### src/shared/cosix_consts.svh
// offsets, field positions, reset values and codes for the output-six control block
`ifndef COSIX_CONSTS_SVH
`define COSIX_CONSTS_SVH

// register index as printed, byte address is four times it
`define COSIX_CTRL_INDEX 8'h16
`define COSIX_CTRL_ADDR 10'h058
`define COSIX_ADDR_W 10

// field positions inside the control byte
`define COSIX_PDN_BIT 7
`define COSIX_PLL_A_FEEDBACK_INTEGER_MODE_BIT 6
`define COSIX_PLL_SEL_BIT 5
`define COSIX_INV_BIT 4
`define COSIX_SRC_HI 3
`define COSIX_SRC_LO 2
`define COSIX_DRV_HI 1
`define COSIX_DRV_LO 0

// reset value of the control byte: output powered up, crystal source, 2 mA
`define COSIX_CTRL_RESET 8'h00

// drive strength in milliamps per code
`define COSIX_DRV_MA_0 4'h2
`define COSIX_DRV_MA_1 4'h4
`define COSIX_DRV_MA_2 4'h6
`define COSIX_DRV_MA_3 4'h8

`endif

### src/shared/cosix_pkg.sv
// types for the output-six control block
`default_nettype none
package cosix_pkg;
  // output source codes
  typedef enum logic [1:0] {
    SRC_CRYSTAL = 2'h0,
    SRC_CLOCK_INPUT_PIN = 2'h1,
    SRC_RESERVED = 2'h2,
    SRC_DIVIDER_ZERO = 2'h3
  } cosix_source_type;

  // bus slave states, one-hot
  typedef enum logic [1:0] {
    ST_IDLE = 2'b01,
    ST_ACK = 2'b10
  } cosix_bus_state_type;
endpackage : cosix_pkg
`default_nettype wire

### src/logic/cosix_clock_mux.sv
// clock selection, inversion and power-down for output six
`default_nettype none
module cosix_clock_mux
(
  // clocks to choose among
  input wire logic crystal_clk_i,
  input wire logic clock_input_pin_i,
  input wire logic divider_zero_clk_i,
  // settings
  input wire cosix_pkg::cosix_source_type source_i,
  input wire logic invert_i,
  input wire logic power_down_i,
  // output
  output logic clock_output_six_o
);
  logic picked;

  // combinational path: the selected clock is passed, not resampled, so its edges survive
  always_comb
  begin
    unique case (source_i)
      cosix_pkg::SRC_CRYSTAL: picked = crystal_clk_i;
      cosix_pkg::SRC_CLOCK_INPUT_PIN: picked = clock_input_pin_i;
      cosix_pkg::SRC_DIVIDER_ZERO: picked = divider_zero_clk_i;
      default: picked = 1'b0; // reserved code gives a quiet output
    endcase
  end

  // a powered-down driver holds low
  assign clock_output_six_o = power_down_i ? 1'b0 : (picked ^ invert_i);
endmodule : cosix_clock_mux
`default_nettype wire

### src/logic/cosix_ctrl.sv
// output-six clock control register with its wishbone slave and output stage
//
// Contract
// - Bit 7 set powers the output-six driver down, cleared keeps it powered up.
// - Bit 5 selects pll a (0) or pll b (1) to feed the output-six fractional divider.
// - Bit 4 set inverts the output-six clock, cleared passes it unchanged.
// - Source code 00 drives output six straight from the crystal oscillator.
// - Source code 01 makes output six a buffered copy of the clock input pin.
// - Source code 11 drives output six from fractional divider zero.
// - Drive codes 00 to 11 select 2, 4, 6 and 8 mA of drive strength.
//
// Local design decision: the Wishbone interface to the registers.
`include "cosix_consts.svh"
`default_nettype none
module cosix_ctrl
(
  // clock and reset
  input wire logic clk_i,
  input wire logic rst_i,
  // classic wishbone slave
  input wire logic wb_cyc_i,
  input wire logic wb_stb_i,
  input wire logic wb_we_i,
  input wire logic [`COSIX_ADDR_W-1:0] wb_adr_i,
  input wire logic [3:0] wb_sel_i,
  input wire logic [31:0] wb_dat_i,
  output logic [31:0] wb_dat_o,
  output logic wb_ack_o,
  // clocks to route
  input wire logic crystal_clk_i,
  input wire logic clock_input_pin_i,
  input wire logic divider_zero_clk_i,
  // controls toward the synthesis and driver stages
  output logic out_six_power_down_o,
  output logic out_six_divider_pll_select_o,
  output logic pll_a_feedback_integer_mode_o,
  output logic out_six_invert_o,
  output logic [1:0] out_six_source_select_o,
  output logic [1:0] out_six_drive_strength_o,
  output logic [3:0] out_six_drive_milliamps_o,
  // the routed clock
  output logic clock_output_six_o
);
  logic [7:0] ctrl_reg;
  logic [7:0] ctrl_next;
  logic [3:0] ma_reg;
  cosix_pkg::cosix_bus_state_type state_reg;
  logic hit;
  logic wr_go;
  logic mux_clk;

  // milliamps for a drive code
  function automatic logic [3:0] drive_ma(input logic [1:0] code);
    unique case (code)
      2'h0: drive_ma = `COSIX_DRV_MA_0;
      2'h1: drive_ma = `COSIX_DRV_MA_1;
      2'h2: drive_ma = `COSIX_DRV_MA_2;
      default: drive_ma = `COSIX_DRV_MA_3;
    endcase
  endfunction : drive_ma

  assign hit = (wb_adr_i == `COSIX_CTRL_ADDR);
  // the write lands at the edge where the master sees ack, so a request dropped before its answer writes nothing
  assign wr_go = wb_cyc_i && wb_stb_i && wb_we_i && hit && (state_reg == cosix_pkg::ST_ACK);

  // next control byte: only lane 0 carries it, other lanes are ignored
  always_comb
  begin
    ctrl_next = ctrl_reg;
    if (wr_go && wb_sel_i[0])
    begin
      ctrl_next = wb_dat_i[7:0];
    end
  end

  // control byte store; reserved source code is kept as written, software must avoid it
  always_ff @(posedge clk_i)
  begin
    if (rst_i)
    begin
      ctrl_reg <= `COSIX_CTRL_RESET;
    end
    else
    begin
      ctrl_reg <= ctrl_next;
    end
  end

  // bus handshake: ack one cycle after the request, dropped the cycle after
  always_ff @(posedge clk_i)
  begin
    if (rst_i)
    begin
      state_reg <= cosix_pkg::ST_IDLE;
      wb_ack_o <= 1'b0;
    end
    else
    begin
      unique case (state_reg)
        cosix_pkg::ST_IDLE:
        begin
          if (wb_cyc_i && wb_stb_i)
          begin
            state_reg <= cosix_pkg::ST_ACK;
            wb_ack_o <= 1'b1;
          end
        end
        cosix_pkg::ST_ACK:
        begin
          state_reg <= cosix_pkg::ST_IDLE;
          wb_ack_o <= 1'b0;
        end
        default:
        begin
          state_reg <= cosix_pkg::ST_IDLE;
          wb_ack_o <= 1'b0;
        end
      endcase
    end
  end

  // read data: unmapped addresses read zero, ack is still given so the bus never hangs
  always_ff @(posedge clk_i)
  begin
    if (rst_i)
    begin
      wb_dat_o <= 32'h0000_0000;
    end
    else if (wb_cyc_i && wb_stb_i && !wb_we_i && state_reg == cosix_pkg::ST_IDLE)
    begin
      wb_dat_o <= hit ? {24'h00_0000, ctrl_reg} : 32'h0000_0000;
    end
  end

  // power-down bit; fed from the next value so every field output lines up with the stored byte
  always_ff @(posedge clk_i)
  begin
    if (rst_i)
    begin
      out_six_power_down_o <= 1'b0;
    end
    else
    begin
      out_six_power_down_o <= ctrl_next[`COSIX_PDN_BIT];
    end
  end

  // integer mode for the pll a feedback divider, passed on as written
  always_ff @(posedge clk_i)
  begin
    if (rst_i)
    begin
      pll_a_feedback_integer_mode_o <= 1'b0;
    end
    else
    begin
      pll_a_feedback_integer_mode_o <= ctrl_next[`COSIX_PLL_A_FEEDBACK_INTEGER_MODE_BIT];
    end
  end

  // pll choice for the output-six fractional divider: 0 pll a, 1 pll b
  always_ff @(posedge clk_i)
  begin
    if (rst_i)
    begin
      out_six_divider_pll_select_o <= 1'b0;
    end
    else
    begin
      out_six_divider_pll_select_o <= ctrl_next[`COSIX_PLL_SEL_BIT];
    end
  end

  // invert bit
  always_ff @(posedge clk_i)
  begin
    if (rst_i)
    begin
      out_six_invert_o <= 1'b0;
    end
    else
    begin
      out_six_invert_o <= ctrl_next[`COSIX_INV_BIT];
    end
  end

  // source field, reported as stored; the reserved code is shown too
  always_ff @(posedge clk_i)
  begin
    if (rst_i)
    begin
      out_six_source_select_o <= 2'h0;
    end
    else
    begin
      out_six_source_select_o <= ctrl_next[`COSIX_SRC_HI:`COSIX_SRC_LO];
    end
  end

  // drive code toward the output driver
  always_ff @(posedge clk_i)
  begin
    if (rst_i)
    begin
      out_six_drive_strength_o <= 2'h0;
    end
    else
    begin
      out_six_drive_strength_o <= ctrl_next[`COSIX_DRV_HI:`COSIX_DRV_LO];
    end
  end

  // drive current in milliamps, decoded once here rather than in every consumer
  always_ff @(posedge clk_i)
  begin
    if (rst_i)
    begin
      ma_reg <= `COSIX_DRV_MA_0;
    end
    else
    begin
      ma_reg <= drive_ma(ctrl_next[`COSIX_DRV_HI:`COSIX_DRV_LO]);
    end
  end
  assign out_six_drive_milliamps_o = ma_reg;

  // output stage; the clock path is not a flip-flop by nature, retiming would halve it
  cosix_clock_mux u_mux
  (
    .crystal_clk_i(crystal_clk_i),
    .clock_input_pin_i(clock_input_pin_i),
    .divider_zero_clk_i(divider_zero_clk_i),
    .source_i(cosix_pkg::cosix_source_type'(ctrl_reg[`COSIX_SRC_HI:`COSIX_SRC_LO])),
    .invert_i(ctrl_reg[`COSIX_INV_BIT]),
    .power_down_i(ctrl_reg[`COSIX_PDN_BIT]),
    .clock_output_six_o(mux_clk)
  );
  assign clock_output_six_o = mux_clk;
endmodule : cosix_ctrl
`default_nettype wire

### config.mk
export PLATFORM = sky130hd
export DESIGN_NAME = cosix_ctrl
export DESIGN_NICKNAME = d
export VERILOG_FILES = /design/src/shared/cosix_pkg.sv /design/src/logic/cosix_clock_mux.sv /design/src/logic/cosix_ctrl.sv
export VERILOG_INCLUDE_DIRS = /design/src /design/src/shared
export SDC_FILE = /design/constraint.sdc
export NUM_CORES = 1
export LEC_CHECK = 0
export BUFFER_PORTS_ARGS = -buffer_cell sky130_fd_sc_hd__buf_4
export CAP_MARGIN = 20
export CORE_MARGIN = 4
export CORE_UTILIZATION = 35
export CTS_CLUSTER_DIAMETER = 40
export DETAILED_ROUTE_END_ITERATION = 7
export PLACE_DENSITY_LB_ADDON = 0.25
export SLEW_MARGIN = 20
export SYNTH_ARGS = -nofsm -noshare
export SYNTH_HDL_FRONTEND = slang
export SYNTH_SLANG_ARGS = --single-unit
export TNS_END_PERCENT = 100
### constraint.sdc
create_clock -name clk_i -period 2.9 [get_ports clk_i]
set_input_delay 0.29 -clock clk_i [delete_from_list [all_inputs] [get_ports clk_i]]
set_output_delay 0.29 -clock clk_i [all_outputs]
set_load 0.01 [all_outputs]
==> metrics.cfg, run 1 <==
[detailed_routing]
drc=0
viasPerCell=4.13
wl_per_cell_um=11.0
wirelength_mm=2.35
first_pass_iters=4
vias=880
drt_iter0_drc=35
drt.antenna.violating_nets=0

[global_routing]
grt_pass1_wl_mm=3.75
grt.overflow.total=0
grt_max_degree=22
grt_use_total_pct=11.4
first_global_vias=833
antenna_found_initial=0

[critical_path]
crit_path_max_incr_delay_ns=0.43
r2r_slack_ns=1.08
end_kind=output pin
cpMostUsedCell=mux2_2
path_cells=mux2_2 > a22oi_1 > mux2_2 > buf_4
ff2ff_path_depth=5
crit_path_top_delay_cell=dfxtp_1
cpLargestDelayFamily=multiplexers
worst-path-stages=4
r2r_start=wb_ack_o$_SDFFE_PP0N_
critical_path_buf_inv_count=1
cp_max_fo=5
startpoint_type=flip-flop
r2r-end=out_six_drive_milliamps_o[2]$_SDFF_PP0_
arrival_ns=1.78
criticalPathCategory=reg -> out
cp.required_ns=2.61

[synth]
synth_edf_count=0
synth_cells=122
synth_cell_types=24
netlist_area_um2=1150
synth.avg_cell_area_um2=9.45
yosysSeqAreaShare_pct=36.5
async_flop_share_pct=0
ys_ff_latch=21
synthTopCellsByCount=buf_4 (25), dfxtp_1 (21), inv_1 (17)
netlist.area_leader.share_pct=36.5
post-synth-top-area-cell=dfxtp_1
synth.area.top_cells=dfxtp_1 (36%), buf_4 (16%), nand2b_1 (7.6%)
yosys_warnings=0
synth.most_common_cell=buf_4
synth_ff_type=dfxtp_1

[cts]
h-tree-depth=1
clock_path_buffers=2
cts.sinks=21
cts_buffers=3
cts_tree=done
clk_latency_ns=0.30
cts_resized=0
post_cts_buffers=0
clk_pin_slew_ns=0.11
clockRootBuffer=clkbuf_4
cts_hold_buf=0

[floorplanning]
die_w_um=65.4
rows=20
start_util_pct=37.1
die-area_um2=4270
core-area_um2=3100
die_h_um=65.4
ios=100

[min_path]
min_path_type=in -> reg
hold_start=wb_dat_i[3]
holdPathEnd=ctrl_reg[3]$_SDFFE_PP0N_
min_path_cells=3

[sta]
hold_violations=0
timing.setup.tns_ns=0
min_period_ns=2.07
setup_viol=0
rsz0062_at_grt=false
slew_viol_final=0
period_share_pct=71.3
fmax_mhz=484
fin_skew_ns=0.00272
tightestPinTransition_ns=0.710
slew_headroom_pct=52.6

[finish]
finalNetCount=225
fin_cells=213
ff_latch_area_um2=420
fin_util_pct=47.1
drive_gt1_share_pct=35.5
n_fill_cell=316
multi_input_area_um2=543
syn_to_final_growth_pct=26.9
num_antenna_cells=0

[pwr]
power_mw=0.494
p_sw_mw=0.120
p_leak_nw=0.649
power.internal_mw=0.375
clkPwrFrac_pct=27.9
power_density_nw_per_um2=338
seqPwrFrac_pct=58.8
combinationalPowerShare_pct=13.3
vdd_drop_max_mv=0.168
sw_frac_of_total_pct=24.2

[flow_run]
cap_violations=0

[placed_design]
globalplace.congestion=0.723
dp_cells=209
io_buffers=47
place_hpwl_mm=1.92

[outcome]
status=complete, no violations

[metal layers]
metal | track usage, % | part of all wire (%) | vias up
met5 | 0 | 0 | -
met4 | 2.33 | 0 | 0
met3 | 4.62 | 9.7 | 0
met2 | 20.7 | 52 | 40
met1 | 12.3 | 38 | 395
li1 | - | - | 445
[worst max path at each step]
stage                                  start                                 endpoint  slack (ns)
floorplan                        wb_adr_i[9]  out_six_drive_milliamps_o[2]$_SDFF_PP0_        1.14
global placement                 wb_adr_i[9]  out_six_drive_milliamps_o[2]$_SDFF_PP0_        0.94
detailed placement               wb_adr_i[9]  out_six_drive_milliamps_o[2]$_SDFF_PP0_        0.93
CTS                 ctrl_reg[3]$_SDFFE_PP0N_                       clock_output_six_o        0.81
global route        ctrl_reg[3]$_SDFFE_PP0N_                       clock_output_six_o        0.74
finish              ctrl_reg[3]$_SDFFE_PP0N_                       clock_output_six_o        0.83
[cell type report]
cell class | instances | area share (%)
inverter | 17 | 4.36
sequential | 21 | 28.7
timing repair buffer | 47 | 24.1
clock inverter | 1 | 0.342
multi-input combinational | 80 | 37.1
tap | 44 | 3.76
clock buffer | 3 | 1.54
[through the flow]
| stage | hold WS (ns) | cell area [um2] | setup WS (ns) |
|---|---|---|---|
| final | 0.251 | 1460 | 0.834 |
| after global routing | 0.230 | 1460 | 0.739 |
| after CTS | 0.238 | 1460 | 0.813 |
| after detailed placement | 0.466 | 1440 | 0.927 |
| after global placement | 0.459 | 1440 | 0.942 |
| after floorplan | 0.445 | 1240 | 1.14 |
[logic make-up (layout without fill, tap and decap cells)]
logic type / after synthesis / in the layout / share of synthesized area, %
muxes: 13 / 13 / 12.5
other: 1 / 25 / 0.325
AOI/OAI and AO/OA: 10 / 10 / 5.65
DFF: 21 / 21 / 36.5
and+or+nand+nor: 31 / 31 / 19.8
adders and majority gates: 1 / 1 / 1.09
buffers and inverters: 45 / 68 / 24.2
[power by group through the flow]
stage / logic, mW / registers, mW / clock network [mW]
3_3_place_gp: 0.0646 / 0.297 / 0
4_1_cts: 0.0657 / 0.291 / 0.146
2_1_floorplan: 0.0566 / 0.297 / 0
3_5_place_dp: 0.0657 / 0.297 / 0
5_1_grt: 0.0725 / 0.291 / 0.161
6_report: 0.0658 / 0.290 / 0.138
[worst register-to-register path, delay by kind of cell (launching register included)]
family	cells	cell delay (ns)
multiplexers	1	0.32
flip-flops	1	0.39
adder cells (fa/ha/maj)	1	0.28
AND/OR/NAND/NOR	3	0.72
[placed cells by master (no fill, tap or decap), types with 3 or more instances in the layout]
cell type	instances
conb_1	25
mux2i_1	8
buf_4	47
mux2_2	3
nor2_1	5
o22ai_1	8
dfxtp_1	21
clkbuf_4	3
inv_1	17
nand2b_1	14
(Power assumes the default switching activity.)
==> run 2, diff against run 1 <==
CORE_UTILIZATION = 34   (was 35)
clock period = 1.7 ns   (was 2.9 ns; I/O delays follow)
==> run 2 against run 1 <==
The flow now finishes with violations (negative setup slack). Critical endpoint unchanged. Sequential power is 71% higher. Total power up 74%. Clock power rose by 75%.
==> metrics.cfg, run 2 (same netlist as run 1, synthesis figures left out) <==
[finish]
syn_to_final_growth_pct=34.6
fin_util_pct=49.2
drive_gt1_share_pct=41.1
num_antenna_cells=0
stdcell_area_um2=1550
mostFrequentLayoutCells=buf_4 (52), conb_1 (25), dfxtp_1 (18)
finalNetCount=231
n_fill_cell=322
final_common_cell=buf_4

[pwr]
power_mw=0.861
sw_frac_of_total_pct=25.0
clkPwrFrac_pct=28.2
seqPwrFrac_pct=57.6
combinationalPowerShare_pct=14.3
p_sw_mw=0.215
vdd_drop_max_mv=0.229
power_density_nw_per_um2=555
p_leak_nw=0.687
power.internal_mw=0.645

[critical_path]
cpMostUsedCell=mux2_4
arrival_ns=1.59
crit_path_top_delay_cell=dfxtp_2
path_cells=mux2_4 > a22oi_2 > mux2_4 > buf_6
end_kind=output pin
crit_path_max_incr_delay_ns=0.36
ff2ff_path_depth=5
cp.required_ns=1.53
criticalPathCategory=reg -> out
startpoint_type=flip-flop
cp_max_fo=2

[detailed_routing]
drt.antenna.violating_nets=0
first_pass_iters=4
wirelength_mm=2.64
drc=0
drt_iter0_drc=20
vias=916
viasPerCell=4.18
wl_per_cell_um=12.1

[cts]
clk_pin_slew_ns=0.12
clk_latency_ns=0.30
h-tree-depth=1
cts.sinks=21
clockRootBuffer=clkbuf_4
cts_tree=done
cts_buffers=3
clock_path_buffers=2

[global_routing]
grt_pass1_wl_mm=3.92
grt_use_total_pct=11.9
antenna_found_initial=0
first_global_vias=870
grt.overflow.total=0
grt_max_degree=22

[placed_design]
place_hpwl_mm=2.10
globalplace.congestion=0.756
place_area_um2=1470
io_buffers=47
dp_slack_ns=-0.0156

[sta]
fin_skew_ns=0.00259
setup_viol=1
postLayoutSetupSlackWorst_ns=-0.0579
hold_slack_ns=0.119
slew_viol_final=0
period_share_pct=103
rsz0062_at_grt=true
hold_violations=0
fmax_mhz=569
min_period_ns=1.76

[floorplanning]
ios=100
die_h_um=66.2
core-area_um2=3150
rows=20
start_util_pct=36.5
die_w_um=66.2
die-area_um2=4380

[outcome]
violations=negative setup slack
status=finished with violations

[flow_run]
cap_violations=0

[min_path]
min_path_type=in -> reg
min_path_cells=3

==> run 2: cell types whose count changed in the layout (fill, tap and decap cells not counted), sizes merged <==
cell,change
buf,+6
==> run 2: through the flow <==
| step | std cells | TNS, ns |
|---|---|---|
| after floorplan | 146 | 0 |
| after global placement | 213 | -0.0116 |
| after detailed placement | 213 | -0.0156 |
| after CTS | 217 | -0.0822 |
| after global routing | 219 | -0.115 |
| final | 219 | -0.0579 |
==> run 2: critical path, delay by kind of cell, from the launching register on <==
kind	cells	cell delay, ns
buffers and inverters	1	0.12
AOI/OAI and AO/OA	1	0.18
DFF	1	0.36
muxes	2	0.62
==> run 2: what timing repair did <==
action	in CTS	in global routing
gates resized for setup	5	4
hold endpoints to repair	0	0
hold buffers	0	0
pin swaps	1	0
buffers inserted	0	2
setup endpoints to repair	1	2
==> run 2: path summary, 6_finish.rpt <==
| kind | start | endpoint | slack, ns |
|---|---|---|---|
| min reg2reg | wb_dat_o[1]$_SDFFE_PP0P_ | wb_dat_o[1]$_SDFFE_PP0P_ | 0.48 |
| min | wb_dat_i[6] | ctrl_reg[6]$_SDFFE_PP0N_ | 0.12 |
| max | ctrl_reg[3]$_SDFFE_PP0N_ | clock_output_six_o | -0.06 |
| max reg2reg | state_reg[0]$_SDFFE_PP1N_ | out_six_drive_milliamps_o[2]$_SDFF_PP0_ | 0.08 |
==> run 2: power by group through the flow <==
stage                     sequential [mW]  combinational (mW)  clock (mW)
after global placement              0.506               0.114           0
after CTS                           0.496               0.120       0.255
after floorplan                     0.507              0.0966           0
final                               0.495               0.123       0.242
after global routing                0.496               0.135       0.275
after detailed placement            0.507               0.116           0
==> run 2: metal layers <==
layer | GRT usage, % | part of all wire, %
met4 | 5.33 | 0.87
met3 | 2.72 | 7.8
met5 | 0 | 0
met2 | 22.4 | 55
met1 | 12.2 | 36
==> run 2: final cells by class <==
| class | instances | area (um2) | share of cell area, % |
|---|---|---|---|
| clock buffers | 3 | 22.5 | 1.45 |
| clock inverters | 1 | 5.00 | 0.323 |
| inverters | 17 | 63.8 | 4.11 |
| repair buffers | 53 | 402 | 25.9 |
| multi-input cells | 80 | 579 | 37.3 |
| well taps | 44 | 55.1 | 3.55 |
| flip-flops and latches | 21 | 424 | 27.3 |
==> run 3, diff against run 2 <==
CORE_UTILIZATION = 35   (was 34)
clock period = 2.2 ns   (was 1.7 ns; I/O delays follow)
==> run 3 against run 2 <==
The run now ends clean. Critical path type unchanged. Die area fell by 2.5%. Critical endpoint unchanged. Cell area fell by 5.2%. Clock skew fell by 0.0020 ns. Register-to-register slack improved by 0.34 ns. Largest cell class unchanged. Utilization fell by 1.8 points. Worst setup slack improved by 0.25 ns. Sequential share of layout area rose by 1.3 points. Clock-buffer cell count did not move. Wire length fell by 6.8%. Total power fell by 24%. Global-route usage barely moved. Via count did not move.
==> metrics.cfg, run 3 (same netlist as run 1, synthesis figures left out) <==
[outcome]
status=complete, no violations

[pwr]
p_leak_nw=0.654
vdd_drop_max_mv=0.290
power_density_nw_per_um2=446

[cts]
clockRootBuffer=clkbuf_4
cts_hold_buf=0
cts_tree=done
h-tree-depth=1
clock_path_buffers=2
cts_resized=0
cts_buffers=3
clk_pin_slew_ns=0.12
post_cts_buffers=0
cts.sinks=21
clk_latency_ns=0.30

[sta]
slew_headroom_pct=50.1
slew_viol_final=0
rsz0062_at_grt=false
fmax_mhz=499
timing.setup.tns_ns=0
setup_viol=0
period_share_pct=91.2
min_period_ns=2.01
tightestPinTransition_ns=0.747
postLayoutSetupSlackWorst_ns=0.195
hold_violations=0
fin_skew_ns=0.000587

[floorplanning]
die_w_um=65.4
rows=20
start_util_pct=37.1
die-area_um2=4270
die_h_um=65.4
core-area_um2=3100
ios=100

[global_routing]
first_global_vias=894
antenna_found_initial=0
grt_use_total_pct=11.9
grt_max_degree=22
grt_pass1_wl_mm=4.02
grt.overflow.total=0

[placed_design]
place_area_um2=1440
io_buffers=47
globalplace.congestion=0.745
place_hpwl_mm=2.01
dp_slack_ns=0.367
dp_cells=210

[finish]
drive_gt1_share_pct=35.9
fin_util_pct=47.4
num_antenna_cells=0
mostFrequentLayoutCells=buf_4 (48), conb_1 (25), dfxtp_1 (21)
stdcell_area_um2=1470
finalNetCount=226
syn_to_final_growth_pct=27.6
fin_cells=214
final_common_cell=buf_4

[critical_path]
ff2ff_path_depth=5
cp_max_fo=5
end_kind=output pin
critPathLaunch=ctrl_reg[3]$_SDFFE_PP0N_
r2r_slack_ns=0.42
cp.required_ns=1.98
startpoint_type=flip-flop
r2r_start=wb_ack_o$_SDFFE_PP0N_
criticalPathCategory=reg -> out
endpoint=clock_output_six_o
r2r-end=out_six_drive_milliamps_o[2]$_SDFF_PP0_
arrival_ns=1.79

[detailed_routing]
vias=916
wl_per_cell_um=11.5
drc=0
viasPerCell=4.28
wirelength_mm=2.46
first_pass_iters=2
drt.antenna.violating_nets=0
drt_iter0_drc=21

[min_path]
min_path_type=in -> reg

[flow_run]
cap_violations=0

run 3: cell types whose count changed in the layout (fill, tap and decap cells not counted), sizes merged:
cell,previous run,this run
buf,53,48
run 3: per-layer routing:
metal  up-vias  GRT usage (%)  wire, um
met5         -              0         0
met4         0           3.11        15
met3         2           4.27       244
met2        39           21.0      1270
met1       425           13.5       933
li1        450              -         -
run 3: how the worst min path moves through the flow:
stage | from | endpoint | slack (ns) | cells past startpoint
floorplan | wb_dat_i[7] | ctrl_reg[7]$_SDFFE_PP0N_ | 0.38 | 2
global placement | wb_dat_o[2]$_SDFFE_PP0P_ | wb_dat_o[2]$_SDFFE_PP0P_ | 0.46 | 2
detailed placement | wb_dat_o[2]$_SDFFE_PP0P_ | wb_dat_o[2]$_SDFFE_PP0P_ | 0.46 | 2
CTS | wb_dat_i[6] | ctrl_reg[6]$_SDFFE_PP0N_ | 0.17 | 3
global route | wb_dat_i[7] | ctrl_reg[7]$_SDFFE_PP0N_ | 0.16 | 3
finish | wb_dat_i[7] | ctrl_reg[7]$_SDFFE_PP0N_ | 0.18 | 3
run 3: critical path: stages, from the launching register on:
cell and delay (ns):
dfxtp_1 0.43, mux2_2 0.35, a22oi_1 0.21, mux2_2 0.36
buf_4 0.14
run 3: power breakdown:
part	leakage (nW)	internal [mW]	switching [mW]
logic	0.467	0.0444	0.0429
registers	0.169	0.382	0.00134
clock network	0.0177	0.0677	0.117
run 3: per-stage QoR:
step	hold WS [ns]	power [mW]
2_1_floorplan	0.375	0.466
3_3_place_gp	0.458	0.476
6_report	0.180	0.655
4_1_cts	0.165	0.671
3_5_place_dp	0.465	0.478
5_1_grt	0.162	0.693
run 3: area by class of cell:
| type | instances | area, um2 |
|---|---|---|
| repair buffers | 48 | 360 |
| clock buffers | 3 | 22.5 |
| fillers | 319 | 1630 |
| flip-flops and latches | 21 | 420 |
| inverters | 17 | 63.8 |
| clock inverters | 1 | 5.00 |
| well taps | 44 | 55.1 |
| multi-input cells | 80 | 543 |
